**src/verilog/lcd_phase_pkg.sv**
```systemverilog
// Purpose: constants, types and register map of the segment lcd phase driver
// Assumes: apb slave on pclk, 32-bit data, 12-bit byte address
// Notes: waveform words sit at wave_base + 4 * pin
//
// What this block does
// - A pin drives lcd function only while its pin enable and the global enable are both set.
// - A pin whose backplane select bit is set is driven as a backplane, else as a frontplane.
// - Each pin has a waveform register: segment data per phase, or the active phase of a backplane.
// - A zero waveform bit on a frontplane drives that phase's segment off.
// - A one in waveform bit y of a frontplane turns on its segment against the phase y backplane.
// - In blank display mode the waveform registers are ignored and all pins drive inactive.
// - A backplane pin is active in whichever phases its own waveform register marks.
// - Duty field n selects n+1 backplanes, phases A onward used in order.
// - The enabled phases are output in sequence, the whole sequence repeating once per frame.
// - The source bit picks the lcd clock: zero the crystal oscillator, one the alternate clock.
// - The base clock runs at frame rate times backplane count, one phase per base period.
// - The frame rate depends on the prescale field and a per-duty factor 16,8,5,4,3,3,2,2.
// - The divider is sized for a nominal 32.768 kHz lcd clock.

package lcd_phase_pkg;

    // ====================================================================
    // sizes
    localparam int unsigned num_pins = 64;
    localparam int unsigned num_phases = 8;
    localparam int unsigned addr_w = 12;
    localparam int unsigned div_w = 13;

    // ====================================================================
    // register map (byte addresses)
    localparam logic [11:0] main_control_off = 12'h000;
    localparam logic [11:0] status_off = 12'h004;
    localparam logic [11:0] pin_enable_lo_off = 12'h008;
    localparam logic [11:0] pin_enable_hi_off = 12'h00c;
    localparam logic [11:0] backplane_select_lo_off = 12'h010;
    localparam logic [11:0] backplane_select_hi_off = 12'h014;
    localparam logic [11:0] wave_base_off = 12'h100;
    localparam logic [1:0] wave_page = 2'h1; // addr[9:8] of waveform words

    // ====================================================================
    // main control field positions and reset
    localparam int unsigned ctl_enable_bit = 0;
    localparam int unsigned ctl_blank_bit = 1;
    localparam int unsigned ctl_source_bit = 2;
    localparam int unsigned ctl_duty_lsb = 4;
    localparam int unsigned ctl_prescale_lsb = 8;
    localparam logic [31:0] ctl_reset = 32'h0000_0000;

    // status field positions
    localparam int unsigned st_phase_lsb = 0;
    localparam int unsigned st_running_bit = 4;

    // ====================================================================
    // timing: base clock = lcd clock / ((prescale+1) * 32 * factor)
    localparam real lcd_clock_khz = 32.768; // nominal lcd clock
    localparam logic [div_w-1:0] base_div_fixed = 13'h0020; // 32

    // per-duty factor, index = duty field
    localparam logic [4:0] duty_factor [num_phases] = '{
        5'h10, 5'h08, 5'h05, 5'h04, 5'h03, 5'h03, 5'h02, 5'h02
    };

    // ====================================================================
    // main control register as a carrier
    typedef struct packed {
        logic [2:0] frame_prescale_field;
        logic [2:0] duty;
        logic source_alt;
        logic blank_display;
        logic module_enable;
    } lcd_ctrl_t;

    typedef enum logic [0:0] {seq_idle, seq_run} seq_state_t;

endpackage

```
**src/verilog/lcd_base_divider.sv**
```systemverilog
// Purpose: counts lcd clock edges and emits the base clock enable
// Assumes: step is a one-cycle pulse per lcd clock edge
// Notes: clear restarts the count; terminal may change between frames

`timescale 1ns/100ps

module lcd_base_divider (
    // clock and reset
    input wire logic pclk,
    input wire logic presetn,
    // control
    input wire logic clear,
    input wire logic step,
    input wire logic [lcd_phase_pkg::div_w-1:0] terminal,
    // output
    output logic tick
);
    import lcd_phase_pkg::*;

    logic [div_w-1:0] count_q;

    // count lcd clock edges up to terminal then wrap
    always_ff @(posedge pclk or negedge presetn) begin
        if (!presetn) begin
            count_q <= '0;
            tick <= 1'b0;
        end else if (clear) begin
            count_q <= '0;
            tick <= 1'b0;
        end else if (step) begin
            if (count_q >= terminal) begin
                count_q <= '0;
                tick <= 1'b1;
            end else begin
                count_q <= count_q + 13'h0001;
                tick <= 1'b0;
            end
        end else begin
            tick <= 1'b0;
        end
    end

endmodule

```
**src/verilog/segment_lcd_phase_driver.sv**
```systemverilog
// Purpose: segment lcd pin enables, backplane select, waveform store and
//          backplane phase sequencer, reached over apb
// Assumes: lcd clock source inputs are synchronous to pclk and much slower
// Notes: one wait state on every apb access; pins drive levels only, the
//        analog bias stage sits outside this block; control at 0x000,
//        status at 0x004, pin enable at 0x008/0x00c, backplane select at
//        0x010/0x014, waveform of pin x at 0x100 + 4 * x; settings written
//        while enabled act at once, so configure first, then enable

`timescale 1ns/100ps

module segment_lcd_phase_driver (
    // clock and reset
    input wire logic pclk,
    input wire logic presetn,
    // apb slave
    input wire logic psel,
    input wire logic penable,
    input wire logic pwrite,
    input wire logic [lcd_phase_pkg::addr_w-1:0] paddr,
    input wire logic [31:0] pwdata,
    output logic [31:0] prdata,
    output logic pready,
    output logic pslverr,
    // lcd clock sources
    input wire logic crystal_osc_output,
    input wire logic alt_clock,
    // lcd pins
    output logic [lcd_phase_pkg::num_pins-1:0] pin_function_enable,
    output logic [lcd_phase_pkg::num_pins-1:0] backplane_select,
    output logic [lcd_phase_pkg::num_pins-1:0] pin_drive_on,
    // sequencer state
    output logic [2:0] phase,
    output logic frame_start
);
    import lcd_phase_pkg::*;

    // ====================================================================
    // registers
    lcd_ctrl_t main_control_reg_q;
    logic [num_pins-1:0] pin_enable_reg_q;
    logic [num_pins-1:0] backplane_select_reg_q;
    logic [7:0] pin_waveform_reg_q [num_pins];

    // sequencer
    seq_state_t seq_q;
    logic [2:0] phase_q;
    logic frame_start_q;

    // lcd clock edge detect
    logic osc_q;
    logic alt_q;
    logic panel_clock_q;
    logic panel_clock_d;
    logic panel_step;
    logic base_tick;
    logic [div_w-1:0] div_terminal;
    logic div_clear;
    logic [4:0] base_factor;
    logic running;

    // apb
    logic access;
    logic wr_fire;
    logic rd_fire;
    logic wave_hit;
    logic [5:0] wave_idx;
    logic [31:0] rd_data;
    logic rd_ok;
    logic [31:0] prdata_q;
    logic pready_q;
    logic pslverr_q;
    logic wr_ctl;

    // pin outputs
    logic [num_pins-1:0] pin_func_q;
    logic [num_pins-1:0] pin_bp_q;
    logic [num_pins-1:0] pin_drive_q;
    logic [num_pins-1:0] pin_live;

    // ====================================================================
    // apb decode
    assign access = psel && penable;
    // a write lands on the edge that samples pready high; a master that
    // drops its request before then writes nothing
    assign wr_fire = access && pready_q && pwrite;
    assign wr_ctl = wr_fire && (paddr == main_control_off);
    assign rd_fire = access && !pready_q && !pwrite;
    assign wave_hit = (paddr[9:8] == wave_page) && (paddr[11:10] == 2'h0)
                      && (paddr[1:0] == 2'h0);
    // waveform words sit on page 1, one aligned word per pin
    assign wave_idx = paddr[7:2];

    // read mux, unmapped addresses flagged
    always_comb begin
        rd_data = 32'h0000_0000;
        rd_ok = 1'b1;
        if (wave_hit) begin
            rd_data = {24'h000000, pin_waveform_reg_q[wave_idx]};
        end else begin
            case (paddr)
                main_control_off: begin
                    rd_data[ctl_enable_bit] = main_control_reg_q.module_enable;
                    rd_data[ctl_blank_bit] = main_control_reg_q.blank_display;
                    rd_data[ctl_source_bit] = main_control_reg_q.source_alt;
                    rd_data[ctl_duty_lsb +: 3] = main_control_reg_q.duty;
                    rd_data[ctl_prescale_lsb +: 3] =
                        main_control_reg_q.frame_prescale_field;
                end
                status_off: begin
                    rd_data[st_phase_lsb +: 3] = phase_q;
                    rd_data[st_running_bit] = running;
                end
                // pins 0 to 31 in the low word, 32 to 63 in the high word
                pin_enable_lo_off: rd_data = pin_enable_reg_q[31:0];
                pin_enable_hi_off: rd_data = pin_enable_reg_q[63:32];
                backplane_select_lo_off:
                    rd_data = backplane_select_reg_q[31:0];
                backplane_select_hi_off:
                    rd_data = backplane_select_reg_q[63:32];
                default: rd_ok = 1'b0;
            endcase
        end
    end

    // ready after one wait state, high for one cycle
    always_ff @(posedge pclk or negedge presetn) begin
        if (!presetn) begin
            pready_q <= 1'b0;
        end else begin
            pready_q <= access && !pready_q;
        end
    end

    // error flag rides with ready on an unmapped address
    always_ff @(posedge pclk or negedge presetn) begin
        if (!presetn) begin
            pslverr_q <= 1'b0;
        end else begin
            pslverr_q <= access && !pready_q && !rd_ok;
        end
    end

    // read data captured with ready, held until the next read
    always_ff @(posedge pclk or negedge presetn) begin
        if (!presetn) begin
            prdata_q <= 32'h0000_0000;
        end else if (rd_fire) begin
            prdata_q <= rd_data;
        end
    end

    // main control register write
    always_ff @(posedge pclk or negedge presetn) begin
        if (!presetn) begin
            main_control_reg_q <= lcd_ctrl_t'(ctl_reset[8:0]);
        end else if (wr_ctl) begin
            main_control_reg_q.module_enable <= pwdata[ctl_enable_bit];
            main_control_reg_q.blank_display <= pwdata[ctl_blank_bit];
            main_control_reg_q.source_alt <= pwdata[ctl_source_bit];
            main_control_reg_q.duty <= pwdata[ctl_duty_lsb +: 3];
            main_control_reg_q.frame_prescale_field <=
                pwdata[ctl_prescale_lsb +: 3];
        end
    end

    // pin enable and backplane select writes
    always_ff @(posedge pclk or negedge presetn) begin
        if (!presetn) begin
            pin_enable_reg_q <= '0;
            backplane_select_reg_q <= '0;
        end else if (wr_fire) begin
            case (paddr)
                pin_enable_lo_off: pin_enable_reg_q[31:0] <= pwdata;
                pin_enable_hi_off: pin_enable_reg_q[63:32] <= pwdata;
                backplane_select_lo_off:
                    backplane_select_reg_q[31:0] <= pwdata;
                backplane_select_hi_off:
                    backplane_select_reg_q[63:32] <= pwdata;
                default: ;
            endcase
        end
    end

    // waveform store, one byte per pin
    always_ff @(posedge pclk or negedge presetn) begin
        if (!presetn) begin
            for (int i = 0; i < num_pins; i++) begin
                pin_waveform_reg_q[i] <= 8'h00;
            end
        end else if (wr_fire && wave_hit) begin
            pin_waveform_reg_q[wave_idx] <= pwdata[7:0];
        end
    end

    // ====================================================================
    // lcd clock: sample both sources, select, detect rising edge
    always_comb begin
        if (main_control_reg_q.source_alt) begin
            panel_clock_d = alt_q;
        end else begin
            panel_clock_d = osc_q;
        end
    end

    // sample both sources every pclk
    always_ff @(posedge pclk or negedge presetn) begin
        if (!presetn) begin
            osc_q <= 1'b0;
            alt_q <= 1'b0;
        end else begin
            osc_q <= crystal_osc_output;
            alt_q <= alt_clock;
        end
    end

    // last selected level; resets low like an idle source, so no false
    // edge follows reset
    always_ff @(posedge pclk or negedge presetn) begin
        if (!presetn) begin
            panel_clock_q <= 1'b0;
        end else begin
            panel_clock_q <= panel_clock_d;
        end
    end

    assign panel_step = panel_clock_d && !panel_clock_q;

    // per-duty factor of the selected duty
    assign base_factor = duty_factor[main_control_reg_q.duty];

    // base period in lcd clocks: (prescale+1) * 32 * factor, minus one
    // fits 13 bits: 8 * 32 * 16 = 4096 at a 32.768 kHz lcd clock
    assign div_terminal = div_w'(
        ({10'h000, main_control_reg_q.frame_prescale_field} + 13'h0001)
        * base_div_fixed
        * {8'h00, base_factor}
        - 13'h0001);

    // divider held cleared while idle, so a frame starts on a full count
    assign running = (seq_q == seq_run);
    assign div_clear = !running;

    lcd_base_divider u_base_div (
        .pclk(pclk),
        .presetn(presetn),
        .clear(div_clear),
        .step(panel_step),
        .terminal(div_terminal),
        .tick(base_tick)
    );

    // ====================================================================
    // phase sequencer, runs while the module is enabled
    always_ff @(posedge pclk or negedge presetn) begin
        if (!presetn) begin
            seq_q <= seq_idle;
            phase_q <= 3'h0;
            frame_start_q <= 1'b0;
        end else begin
            frame_start_q <= 1'b0;
            case (seq_q)
                seq_idle: begin
                    phase_q <= 3'h0;
                    if (main_control_reg_q.module_enable) begin
                        seq_q <= seq_run;
                        frame_start_q <= 1'b1;
                    end
                end
                seq_run: begin
                    if (!main_control_reg_q.module_enable) begin
                        seq_q <= seq_idle;
                        phase_q <= 3'h0;
                    end else if (base_tick) begin
                        // a duty lowered mid-frame wraps at the next tick
                        if (phase_q >= main_control_reg_q.duty) begin
                            phase_q <= 3'h0;
                            frame_start_q <= 1'b1;
                        end else begin
                            phase_q <= phase_q + 3'h1;
                        end
                    end
                end
                default: begin
                    seq_q <= seq_idle;
                    phase_q <= 3'h0;
                end
            endcase
        end
    end

    // ====================================================================
    // pin outputs; backplanes and frontplanes both follow the waveform bit
    // of the current phase, the panel sees the difference
    // pins that carry lcd function: own enable and global enable
    assign pin_live = pin_enable_reg_q
        & {num_pins{main_control_reg_q.module_enable}};

    // lcd function per pin
    always_ff @(posedge pclk or negedge presetn) begin
        if (!presetn) begin
            pin_func_q <= '0;
        end else begin
            pin_func_q <= pin_live;
        end
    end

    // backplane role per live pin
    always_ff @(posedge pclk or negedge presetn) begin
        if (!presetn) begin
            pin_bp_q <= '0;
        end else begin
            pin_bp_q <= pin_live & backplane_select_reg_q;
        end
    end

    // zero bit drives off, one bit drives on or active; blank drives off
    always_ff @(posedge pclk or negedge presetn) begin
        if (!presetn) begin
            pin_drive_q <= '0;
        end else begin
            for (int x = 0; x < num_pins; x++) begin
                pin_drive_q[x] <= pin_live[x]
                    && !main_control_reg_q.blank_display
                    && pin_waveform_reg_q[x][phase_q];
            end
        end
    end

    // outputs, each straight from a flop so pins and bus see no glitch
    assign prdata = prdata_q;
    assign pready = pready_q;
    assign pslverr = pslverr_q;
    assign pin_function_enable = pin_func_q;
    assign backplane_select = pin_bp_q;
    assign pin_drive_on = pin_drive_q;
    assign phase = phase_q;
    assign frame_start = frame_start_q;

endmodule
```
**config.mk**
```make
export PLATFORM = sky130hd
export DESIGN_NAME = segment_lcd_phase_driver
export DESIGN_NICKNAME = d
export VERILOG_FILES = /design/src/verilog/lcd_phase_pkg.sv /design/src/verilog/lcd_base_divider.sv /design/src/verilog/segment_lcd_phase_driver.sv
export SDC_FILE = /design/constraint.sdc
export NUM_CORES = 1
export LEC_CHECK = 0
export BUFFER_PORTS_ARGS = -buffer_cell sky130_fd_sc_hd__clkbuf_2
export CORE_UTILIZATION = 45
export CTS_CLUSTER_DIAMETER = 50
export DETAILED_ROUTE_END_ITERATION = 8
export SLEW_MARGIN = 20
export SYNTH_ARGS = -nofsm -noshare
export SYNTH_HDL_FRONTEND = slang
export SYNTH_SLANG_ARGS = --single-unit
```
**constraint.sdc**
```tcl
create_clock -name pclk -period 5.2 [get_ports pclk]
set_input_delay 0.26 -clock pclk [delete_from_list [all_inputs] [get_ports pclk]]
set_output_delay 0.26 -clock pclk [all_outputs]
set_load 0.02 [all_outputs]
```
# Yosys cells after proc, flatten, opt, wreduce, memory -nomap -nowiden

Memories as Yosys holds them, arrays and structs flattened.
Cells that the tools add are included.
W data, S select, Z words.

Input bits: 51
Logic and storage cells: 427
Output and inout port bits: 230
ROM bits: 40
Memories kept: 1
Register bits: 897

Mux-type cells: 162
Multiply operators: 1
Bitwise logic cells: 5
$lt $le $gt $ge: 6
Equality and inequality tests: 8
Reductions and logical operators: 153
Add/sub/neg operators: 4

Memories:

| memory          | depth | bits a word | rd ports | clocked after Yosys merged registers in | write ports | RTL line                        | text |
|---|---|---|---|---|---|---|---|
| (no name shown) | 8     | 5           | 1        | 0                                       | 0           | segment_lcd_phase_driver.sv:230 | `assign base_factor = duty_factor[main_control_reg_q.duty];` |

Operators by type and width:

| kind                    | number |
|---|---|
| $bwmux W512             | 1 |
| $bmux W1 S3             | 64 |
| $logic_and A1 B1 Y1     | 140 |
| $and A64 B64 Y64        | 2 |
| $pmux W21 S4            | 1 |
| $mux W1                 | 74 |
| $bmux W8 S6             | 1 |
| $demux W8 S6            | 1 |
| $mux W13                | 3 |
| $mux W32                | 1 |
| $eq A12 B4 Y1 const B   | 2 |
| $eq A12 B5 Y1 const B   | 2 |
| $mux W8                 | 3 |
| $pmux W3 S6             | 1 |
| $pmux W3 S5             | 1 |
| $add A13 B1 Y13 const B | 1 |
| $ge A13 B13 Y1          | 1 |
| $sub A13 B1 Y13 const B | 1 |
| $eq A12 B3 Y1 const B   | 1 |
| $logic_not A12 Y1       | 1 |
| $mux W5                 | 2 |
| $pmux W2 S5             | 1 |
| $mux W3                 | 3 |
| $mul A4 B5 Y8           | 1 |
| other kinds (21)        | 30 |

# Longest topological paths before layout

Gate-level depths: netlist of the first run.

Word-level depth: 10
Depth in mapped cells: 22
Gate-level depth less buffers: 20

# By module

Synthesis of the first run repeated with hierarchy kept, for this count alone.

Cell total of the unflattened synthesis: 3027
Area, all modules: 43058.8 µm²

By module, submodules not included:

| module                   | cells an instance | seq. area each (µm²) | instances | area each (µm²) |
|---|---|---|---|---|
| segment_lcd_phase_driver | 2887              | 22096.2              | 1         | 41893.9 |
| lcd_base_divider         | 140               | 350.3                | 1         | 1164.9 |

# Worst setup path after synthesis of the first run

No wires, ideal clock.

Kind: register -> register
From: reg main_control_reg_q[4] (netlist bit)
To: reg u_base_div.count_q[11]
Required time: 5.084 ns
Slack: 0.216 ns
Arrival: 4.869 ns
Library setup time: 0.116 ns
Cell stages (with the launch flop): 21
Clock period less this slack: 4.984 ns
Path through: dfrtp_1 clkbuf_1 nor3b_1 a21oi_1 nand2b_1 fa_1 inv_1 fa_1 fa_1 a21o_1 a21oi_1 xnor2_1 nor3_1 xnor2_1 xnor2_1 ha_1 a21o_1 a211oi_1 clkbuf_1 nand3_1 o311ai_0

Word-level cells in the longest chain between the ends: 10

Ends and longest elaborated chain:

| what                                       | RTL line                        | text |
|---|---|---|
| from (decl)                                | segment_lcd_phase_driver.sv:40  | `lcd_ctrl_t main_control_reg_q;` |
| from (signal assigned)                     | segment_lcd_phase_driver.sv:156 | `main_control_reg_q <= lcd_ctrl_t'(ctl_reset[8:0]);` |
| $not A3 Y4 (not written as such)           | segment_lcd_phase_driver.sv:230 |  |
| $mem_v2 Z8 W5                              | n/a                             |  |
| $mux W5 (not written as such) (2 in a row) | segment_lcd_phase_driver.sv:230 |  |
| $mul A4 B5 Y8                              | segment_lcd_phase_driver.sv:237 | `* {8'h00, base_factor}` |
| $sub A13 B1 Y13                            | segment_lcd_phase_driver.sv:238 | `- 13'h0001);` |
| $ge A13 B13 Y1                             | lcd_base_divider.sv:31          | `if (count_q >= terminal) begin` |
| $mux W13                                   | lcd_base_divider.sv:31          |  |
| $mux W13                                   | lcd_base_divider.sv:30          | `end else if (step) begin` |
| $mux W13                                   | lcd_base_divider.sv:27          | `end else if (clear) begin` |
| to (signal assigned)                       | lcd_base_divider.sv:35          | `count_q <= count_q + 13'h0001;` |
| to (decl)                                  | lcd_base_divider.sv:20          | `logic [div_w-1:0] count_q;` |

No other way between the ends. The select of a mux whose other input is x is not followed.
A chain may end at the register's enable or synchronous reset.

# Worst setup path in the final report of the first run

From: reg main_control_reg_q[7] (netlist bit)
To: reg u_base_div.count_q[5]

Word-level cells in the longest chain between the ends: 7

Ends and longest elaborated chain:

| what            | RTL line                        | text |
|---|---|---|
| $add A3 B1 Y4   | segment_lcd_phase_driver.sv:235 | `({10'h000, main_control_reg_q.frame_prescale_field} + 13'h0001)` |
| $mul A4 B5 Y8   | segment_lcd_phase_driver.sv:237 |  |
| $sub A13 B1 Y13 | segment_lcd_phase_driver.sv:238 |  |
| $ge A13 B13 Y1  | lcd_base_divider.sv:31          |  |
| $mux W13        | lcd_base_divider.sv:31          |  |
| $mux W13        | lcd_base_divider.sv:30          |  |
| $mux W13        | lcd_base_divider.sv:27          |  |

No other way between the ends. The select of a mux whose other input is x is not followed.

==> flow_summary.yaml, run 1 <==
yosys:
  ys_seq_elements: 897
  synth_area_per_cell_um2: 14.0
  ys.flop_type: "dfrtp_1"
  synth_top_family_by_area: "multiplexers"
  syn_area_mm2: 0.0428
  syn_nets: 3128
  ys_warn_count: 0
  synth_edf_count: 0
  synthAdderAreaFrac: 0.0104
  synth_compound_area_frac: 0.0473
  muxShareOfSynthArea: 0.321
  post_synth_xor_area_fraction: 0.00287
  async_flop_share: 1.00
  yosysSeqAreaShare: 0.525
  synth_cells: 3045
  yosys.area_share.simple: 0.0689
  ys_types: 70
clock_network:
  cts.path.max_buffers: 3
  numCtsBuffers: 106
  clockRootBuffer: "clkbuf_16"
  htree_levels: 3
  cts_tree: "built"
  cts_sinks: 897
  clk_pin_slew_ps: 60
  cts_setup_buffers: 0
  clock_latency_ps: 680
routing:
  final_antenna_net_count: 0
  vias_per_cell: 6.19
  first_iter_violations: 2595
  drc_errors: 0
  vias: 28800
  firstDrtPassIters: 6
  post_drt_wl_per_cell_um: 30.2
  wirelength_um: 141000
placement:
  portBuffers: 280
  dp_hpwl_um: 96900
  dp_slack_ps: 326
  placed_cells: 4424
  gp_congestion: 0.930
  placed_cell_area_mm2: 0.0456
worst_setup_path:
  required_ps: 5750
  cp-end-kind: "flop"
  worst-path-max-fanout: 19
  worst-setup-path-type: "flop to flop"
  arrival_ps: 5490
  critPathLaunchType: "flop"
final_layout:
  stdcell_area_mm2: 0.0497
  syn_to_final_growth_pct: 16.1
  finalNonFillerCells: 4655
  drive_gt1_frac: 0.430
  num-fill-cells: 7821
  nets: 3390
  utilization: 0.530
sta:
  worst_pin_slew_ps: 1210
  finClkSkew_ps: 19.3
  setup_ws_ps: 265
  final_hold_viol_count: 0
  setup_viol: 0
  holdWs_ps: 150
  max_freq_mhz: 203
  finalMaxSlewViolations: 0
  fin_crit_sh: 0.949
  relSlewSlack: 0.170
  layout_min_cycle_time_ps: 4940
global_routing:
  grt_max_degree: 153
  grt_pass1_wl_um: 207000
  track_usage: 0.294
  overflow: 0
  first_global_vias: 29600
  antenna_found_initial: 6
floorplanning:
  ios: 281
  start_util: 0.456
  placeableCoreArea_mm2: 0.0937
  dieArea_mm2: 0.0963
  dieHeight_um: 310
  die_x_um: 310
  rows: 112
power_and_ir_drop:
  vdd_drop_max_v: 0.000271
  power.leakage_nw: 23.6
  power.density_mw_per_mm2: 315
run:
  drv_cap: 0
status:
  outcome: "completed"
worst_hold_path:
  hold_class: "input pin to flop"
==> per-stage QoR <==
stage | setup TNS, ps | total power [mW]
CTS | 0 | 15.7
detailed placement | 0 | 7.76
floorplan | 0 | 7.38
global route | -21.9 | 16.1
global placement | 0 | 7.76
finish | 0 | 15.6
==> routing by layer <==
| metal | vias up | wire, um | track usage |
|---|---|---|---|
| li1 | 11900 | - | - |
| met1 | 15300 | 58900 | 0.400 |
| met2 | 1280 | 64000 | 0.449 |
| met3 | 264 | 11600 | 0.0721 |
| met4 | 10 | 6090 | 0.125 |
| met5 | - | 71 | 0 |
==> cell usage in the layout (no fill, tap or decap), types with 11 or more instances in the layout <==
cell type and count:
dfrtp_1 890, mux2_2 657, clkbuf_2 277, mux2i_1 203, mux4_2 182, clkbuf_16 108, and3_1 73, and2_1 72
nand2_1 71, nor3b_1 66, nor2_1 59, buf_4 54, o21ai_0 53, o22ai_1 43, inv_1 41, nor2_2 41
a221oi_1 39, o221ai_1 38, a21oi_1 30, dlygate4sd3_1 29, ha_1 26, nand3_1 21, mux2_1 18, clkbuf_1 18
clkbuf_8 18, nand2_2 16, bufinv_16 15, clkinv_2 13, buf_12 12, a21o_1 11, nor2b_1 11
==> Yosys cell counts, drive strengths merged, types with 4 or more instances <==
library cell  number  area [um2]
o211ai             6        45.0
ha                26         325
nand3             21         105
a22oi              7        52.6
a21oi             30         150
o311ai             6        52.6
inv               41         154
xnor2              9        78.8
clkbuf           144         541
a21o              11        82.6
xor2               5        43.8
dfrtp            897       22400
a221oi            39         342
and2              74         463
and3              73         457
a211oi             4        30.0
buf               77         360
nor3b             66         495
nand2             88         378
o21ai             53         265
nand2b             9        56.3
nor2b             11        68.8
o221a              9         101
mux2             675        7600
o21a               6        45.0
mux2i            203        2030
nor4               6        58.8
a2bb2oi            8        70.1
o22ai             43         269
nor2             109         581
fa                 6         120
or3                5        31.3
nand4              7        43.8
o221ai            38         333
a22o               4        35.0
nor3              13        80.1
mux4             182        4100
==> final cells by class <==
| type | instances | area (um2) | share of cell area |
|---|---|---|---|
| repair buffers | 375 | 2360 | 0.0476 |
| clock buffers | 144 | 3020 | 0.0607 |
| inverters | 42 | 158 | 0.00317 |
| clock inverters | 55 | 785 | 0.0158 |
| flip-flops and latches | 897 | 22500 | 0.452 |
| multi-input cells | 1885 | 19300 | 0.389 |
| diodes | 3 | 7.51 | 0.000151 |
| well taps | 1254 | 1570 | 0.0316 |
==> worst paths after layout <==
| path | startpoint | endpoint | slack (ps) | cells after the start |
|---|---|---|---|---|
| worst max-delay path | main_control_reg_q[7] | u_base_div.count_q[5] | 260 | 20 |
| worst min-delay path | paddr[6] | prdata[1] | 150 | 3 |
| worst max register to register | main_control_reg_q[7] | u_base_div.count_q[5] | 260 | 20 |
| worst min register to register | prdata[16] | prdata[16] | 480 | 2 |
| max in group asynchronous | presetn | pin_waveform_reg_q[202] | 3560 | 3 |
| min in group asynchronous | presetn | prdata[26] | 230 | 2 |
==> cells by family after synthesis <==
family	Yosys count
AND/OR/NAND/NOR	498
buffers and inverters	263
flip-flops	897
adder cells (fa/ha/maj)	32
multiplexers	1060
AO/OA/AOI/OAI	281
XOR/XNOR	14
==> report_power, final <==
group / switching [mW] / internal (mW) / total, mW
logic: 0.503 / 0.147 / 0.651
clock network: 3.13 / 4.85 / 7.98
registers: 0.0107 / 7.00 / 7.01
total: 3.64 / 12.0 / 15.6
==> sequential cells by signal (all words and copies together) (netlist names) <==
| name | cells |
|---|---|
| pin_waveform_reg_q | 512 |
| backplane_select | 64 |
| backplane_select_reg_q | 64 |
| pin_drive_on | 64 |
| pin_enable_reg_q | 64 |
| pin_function_enable | 64 |
| prdata | 32 |
| u_base_div.count_q | 13 |
| main_control_reg_q | 9 |
| phase | 3 |
| alt_q | 1 |
| frame_start | 1 |
| osc_q | 1 |
| panel_clock_q | 1 |
| pready | 1 |
| pslverr | 1 |
| running | 1 |
| u_base_div.tick | 1 |
==> worst max-delay path, cell delays in order (launching register included) <==
cell and delay, ps:
dfrtp_1 410, ha_1 250, xor2_2 190, nand2_1 100, fa_1 530, inv_1 50, fa_1 480, fa_1 430
a21o_1 180, a21oi_1 170, xnor2_1 130, nor3_1 260, xnor2_1 120, xnor2_1 140, ha_1 310, nand4_1 100
a21oi_1 200, a211oi_2 90, buf_4 210, and3_1 180, a221o_1 250
==> repair_timing <==
action | CTS | global route
gates resized for setup | 0 | 4
hold buffers | 29 | 0
endpoints found under the hold margin | 190 | 0
endpoints found under the setup margin | 0 | 4
(Power assumes the default switching activity.)
==> inputs of run 2 (changes only) <==
ABC_AREA = 1   (was unset)
PLACE_DENSITY_LB_ADDON = 0.15   (was unset)
==> flow_summary.yaml, run 2 <==
yosys:
  ys_warn_count: 0
  yosysSeqAreaShare: 0.525
  async_flop_share: 1.00
  syn_area_mm2: 0.0428
  syn_nets: 5313
  synth_cells: 5230
  yosys-top-cells-area: "dfrtp_1 52%, nand2_1 13%, o21ai_0 6.9%"
  synth_edf_count: 0
  synthAdderAreaFrac: 0.0104
  ys_types: 47
  synth_most_common_cell: "nand2_1"
  synth_top_family_by_area: "simple AND/OR/NAND/NOR gates"
  yosys.area_share.simple: 0.220
  synth_area_per_cell_um2: 8.18
  synth_compound_area_frac: 0.173
  ys.flop_type: "dfrtp_1"
  ys_seq_elements: 897
  yosys-top-cells-count: "1437 x nand2_1, 897 x dfrtp_1, 586 x o21ai_0, 476 x nor2_1, 338 x o21ai_1"
  yosys.area.top_type_share: 0.525
  muxShareOfSynthArea: 0
  post_synth_xor_area_fraction: 0.00266
  yosysTopAreaCell: "dfrtp_1"
clock_network:
  cts_setup_buffers: 0
  htree_levels: 3
  clockRootBuffer: "clkbuf_16"
  cts_tree: "built"
  cts_sinks: 897
  clock_latency_ps: 700
  clk_pin_slew_ps: 60
  cts.path.max_buffers: 3
  numCtsBuffers: 110
sta:
  layout_min_cycle_time_ps: 4740
  finalMaxSlewViolations: 0
  worst_pin_slew_ps: 1070
  holdWs_ps: 88.4
  fin_crit_sh: 0.912
  final_hold_viol_count: 0
  max_freq_mhz: 211
  setup_tns_ps: 0
  finClkSkew_ps: 29.9
  setup_viol: 0
  rsz0062_at_grt: "false"
  relSlewSlack: 0.288
final_layout:
  nets: 5455
  drive_gt1_frac: 0.123
  syn_to_final_growth_pct: 15.1
  num-fill-cells: 8919
  largest_reg_flops: 512
  layout_commonest_cell: "nand2_1"
  largest_register: "pin_waveform_reg_q"
  layout_common_cells: "1432 x nand2_1, 893 x dfrtp_1, 586 x o21ai_0"
worst_hold_path:
  hold_class: "input pin to flop"
  whs_path_depth: 3
power_and_ir_drop:
  power.leakage_nw: 23.1
  vdd_drop_max_v: 0.000220
  power.density_mw_per_mm2: 328
global_routing:
  antenna_found_initial: 11
  grt_pass1_wl_um: 231000
  grt_max_degree: 136
  track_usage: 0.323
  first_global_vias: 36000
  overflow: 0
floorplanning:
  rows: 112
  dieHeight_um: 310
  die_x_um: 310
  dieArea_mm2: 0.0963
  placeableCoreArea_mm2: 0.0937
  ios: 281
  start_util: 0.456
worst_setup_path:
  required_ps: 5790
  critPathLaunchType: "flop"
  crit_cells: 20
  worstPathCellList: "ha_1 > xnor2_1 > inv_1 > nand2_1 > fa_1 > inv_1 > fa_1 > fa_1 > xor2_1 > nor3_1 > nand3_1 > xor2_1 > ha_1 > a21oi_1 > o21a_1 > nand3_1 > a21oi_1 > buf_4 > nand2_1 > o21ai_0"
  crit_path_top_delay_cell: "dfrtp_1"
  critPathTopFamily: "adder cells"
  cpMostUsedCell: "fa_1"
  slowest_delay_ps: 460
  rr_worst_depth: 20
  critPathBufInv: 3
  worst-setup-path-type: "flop to flop"
  cp-end-kind: "flop"
  worst-path-max-fanout: 14
  arrival_ps: 5330
placement:
  gp_congestion: 0.937
  portBuffers: 280
  dp_hpwl_um: 101000
run:
  drv_cap: 0
routing:
  drc_errors: 0
  vias_per_cell: 5.69
  first_iter_violations: 4595
  final_antenna_net_count: 0
  firstDrtPassIters: 6
  post_drt_wl_per_cell_um: 23.2
  wirelength_um: 156000
  vias: 38300
status:
  outcome: "completed"
==> run 2: cell count changes after synthesis, moves of 164 or more <==
cell / delta
inv_1: +288
mux2_2: -657
mux2i_1: -203
mux4_2: -182
nand2_1: +1366
nand3_1: +164
nor2_1: +414
o21ai_0: +533
o21ai_1: +338
==> run 2: per-stage QoR <==
stage               worst slack, ps  power, mW  area, um2  utilization  std cells
finish                          460       16.1      49200        0.525       6721
detailed placement              486       7.74      44800        0.478       6484
global placement                526       7.75      44800        0.478       6484
global route                    108       16.6      49200        0.525       6719
CTS                             464       16.2      49200        0.525       6717
floorplan                       678       7.35      42800            -       5230
==> run 2: cells by family (layout without fill, tap and decap cells) <==
family | after synthesis | in the layout
AOI/OAI and AO/OA | 1333 | 1333
xor gates and xnor gates | 13 | 13
adders and majority gates | 32 | 32
buffers and inverters | 694 | 928
DFF | 897 | 897
other | 0 | 3
and+or+nand+nor | 2261 | 2261
==> run 2: area by class of cell <==
class | count | area, um2 | area share
sequential | 897 | 22500 | 0.456
multi-input combinational | 3639 | 17400 | 0.354
clock buffer | 144 | 3120 | 0.0635
timing repair buffer | 384 | 2400 | 0.0487
tap | 1254 | 1570 | 0.0319
inverter | 340 | 1290 | 0.0262
clock inverter | 60 | 942 | 0.0191
antenna | 3 | 7.51 | 0.000153
==> run 2: worst register-to-register path: cells and delay by family, from the launching register on <==
family	cells	cell delay, ps
AOI/OAI and AO/OA	4	570
xor gates and xnor gates	3	680
adders and majority gates	5	1850
buffers and inverters	3	420
DFF	1	460
and+or+nand+nor	5	670
==> run 2: path summary, 6_finish.rpt <==
| path | from | to | slack, ps |
|---|---|---|---|
| hold reg to reg | backplane_select_reg_q[40] | backplane_select_reg_q[40] | 480 |
| setup reg to reg | main_control_reg_q[6] | u_base_div.count_q[2] | 460 |
| max in group asynchronous | presetn | pin_function_enable[35] | 3630 |
| setup / recovery | main_control_reg_q[6] | u_base_div.count_q[2] | 460 |
| min in group asynchronous | presetn | backplane_select[56] | 230 |
| hold / removal | pwdata[3] | pin_waveform_reg_q[331] | 90 |
==> run 2: power breakdown <==
part	total, mW	internal (mW)	switching (mW)	leakage [nW]
Clock	8.49	5.33	3.17	1.98
Sequential	7.00	6.99	0.00686	12.5
Combinational	0.649	0.101	0.548	8.56
Total	16.1	12.4	3.72	23.1
==> run 2: metal layers <==
layer | vias to the layer above | wire (um) | global-route usage
li1 | 17600 | - | -
met1 | 18400 | 65000 | 0.450
met2 | 1921 | 67800 | 0.481
met3 | 322 | 16300 | 0.0752
met4 | 8 | 6610 | 0.139
met5 | - | 53 | 0
==> run 2: what timing repair did <==
item / 4_1_cts / 5_1_grt
hold buffers: 29 / 0
endpoints found under the hold margin: 191 / 0
gates resized for setup: 0 / 0
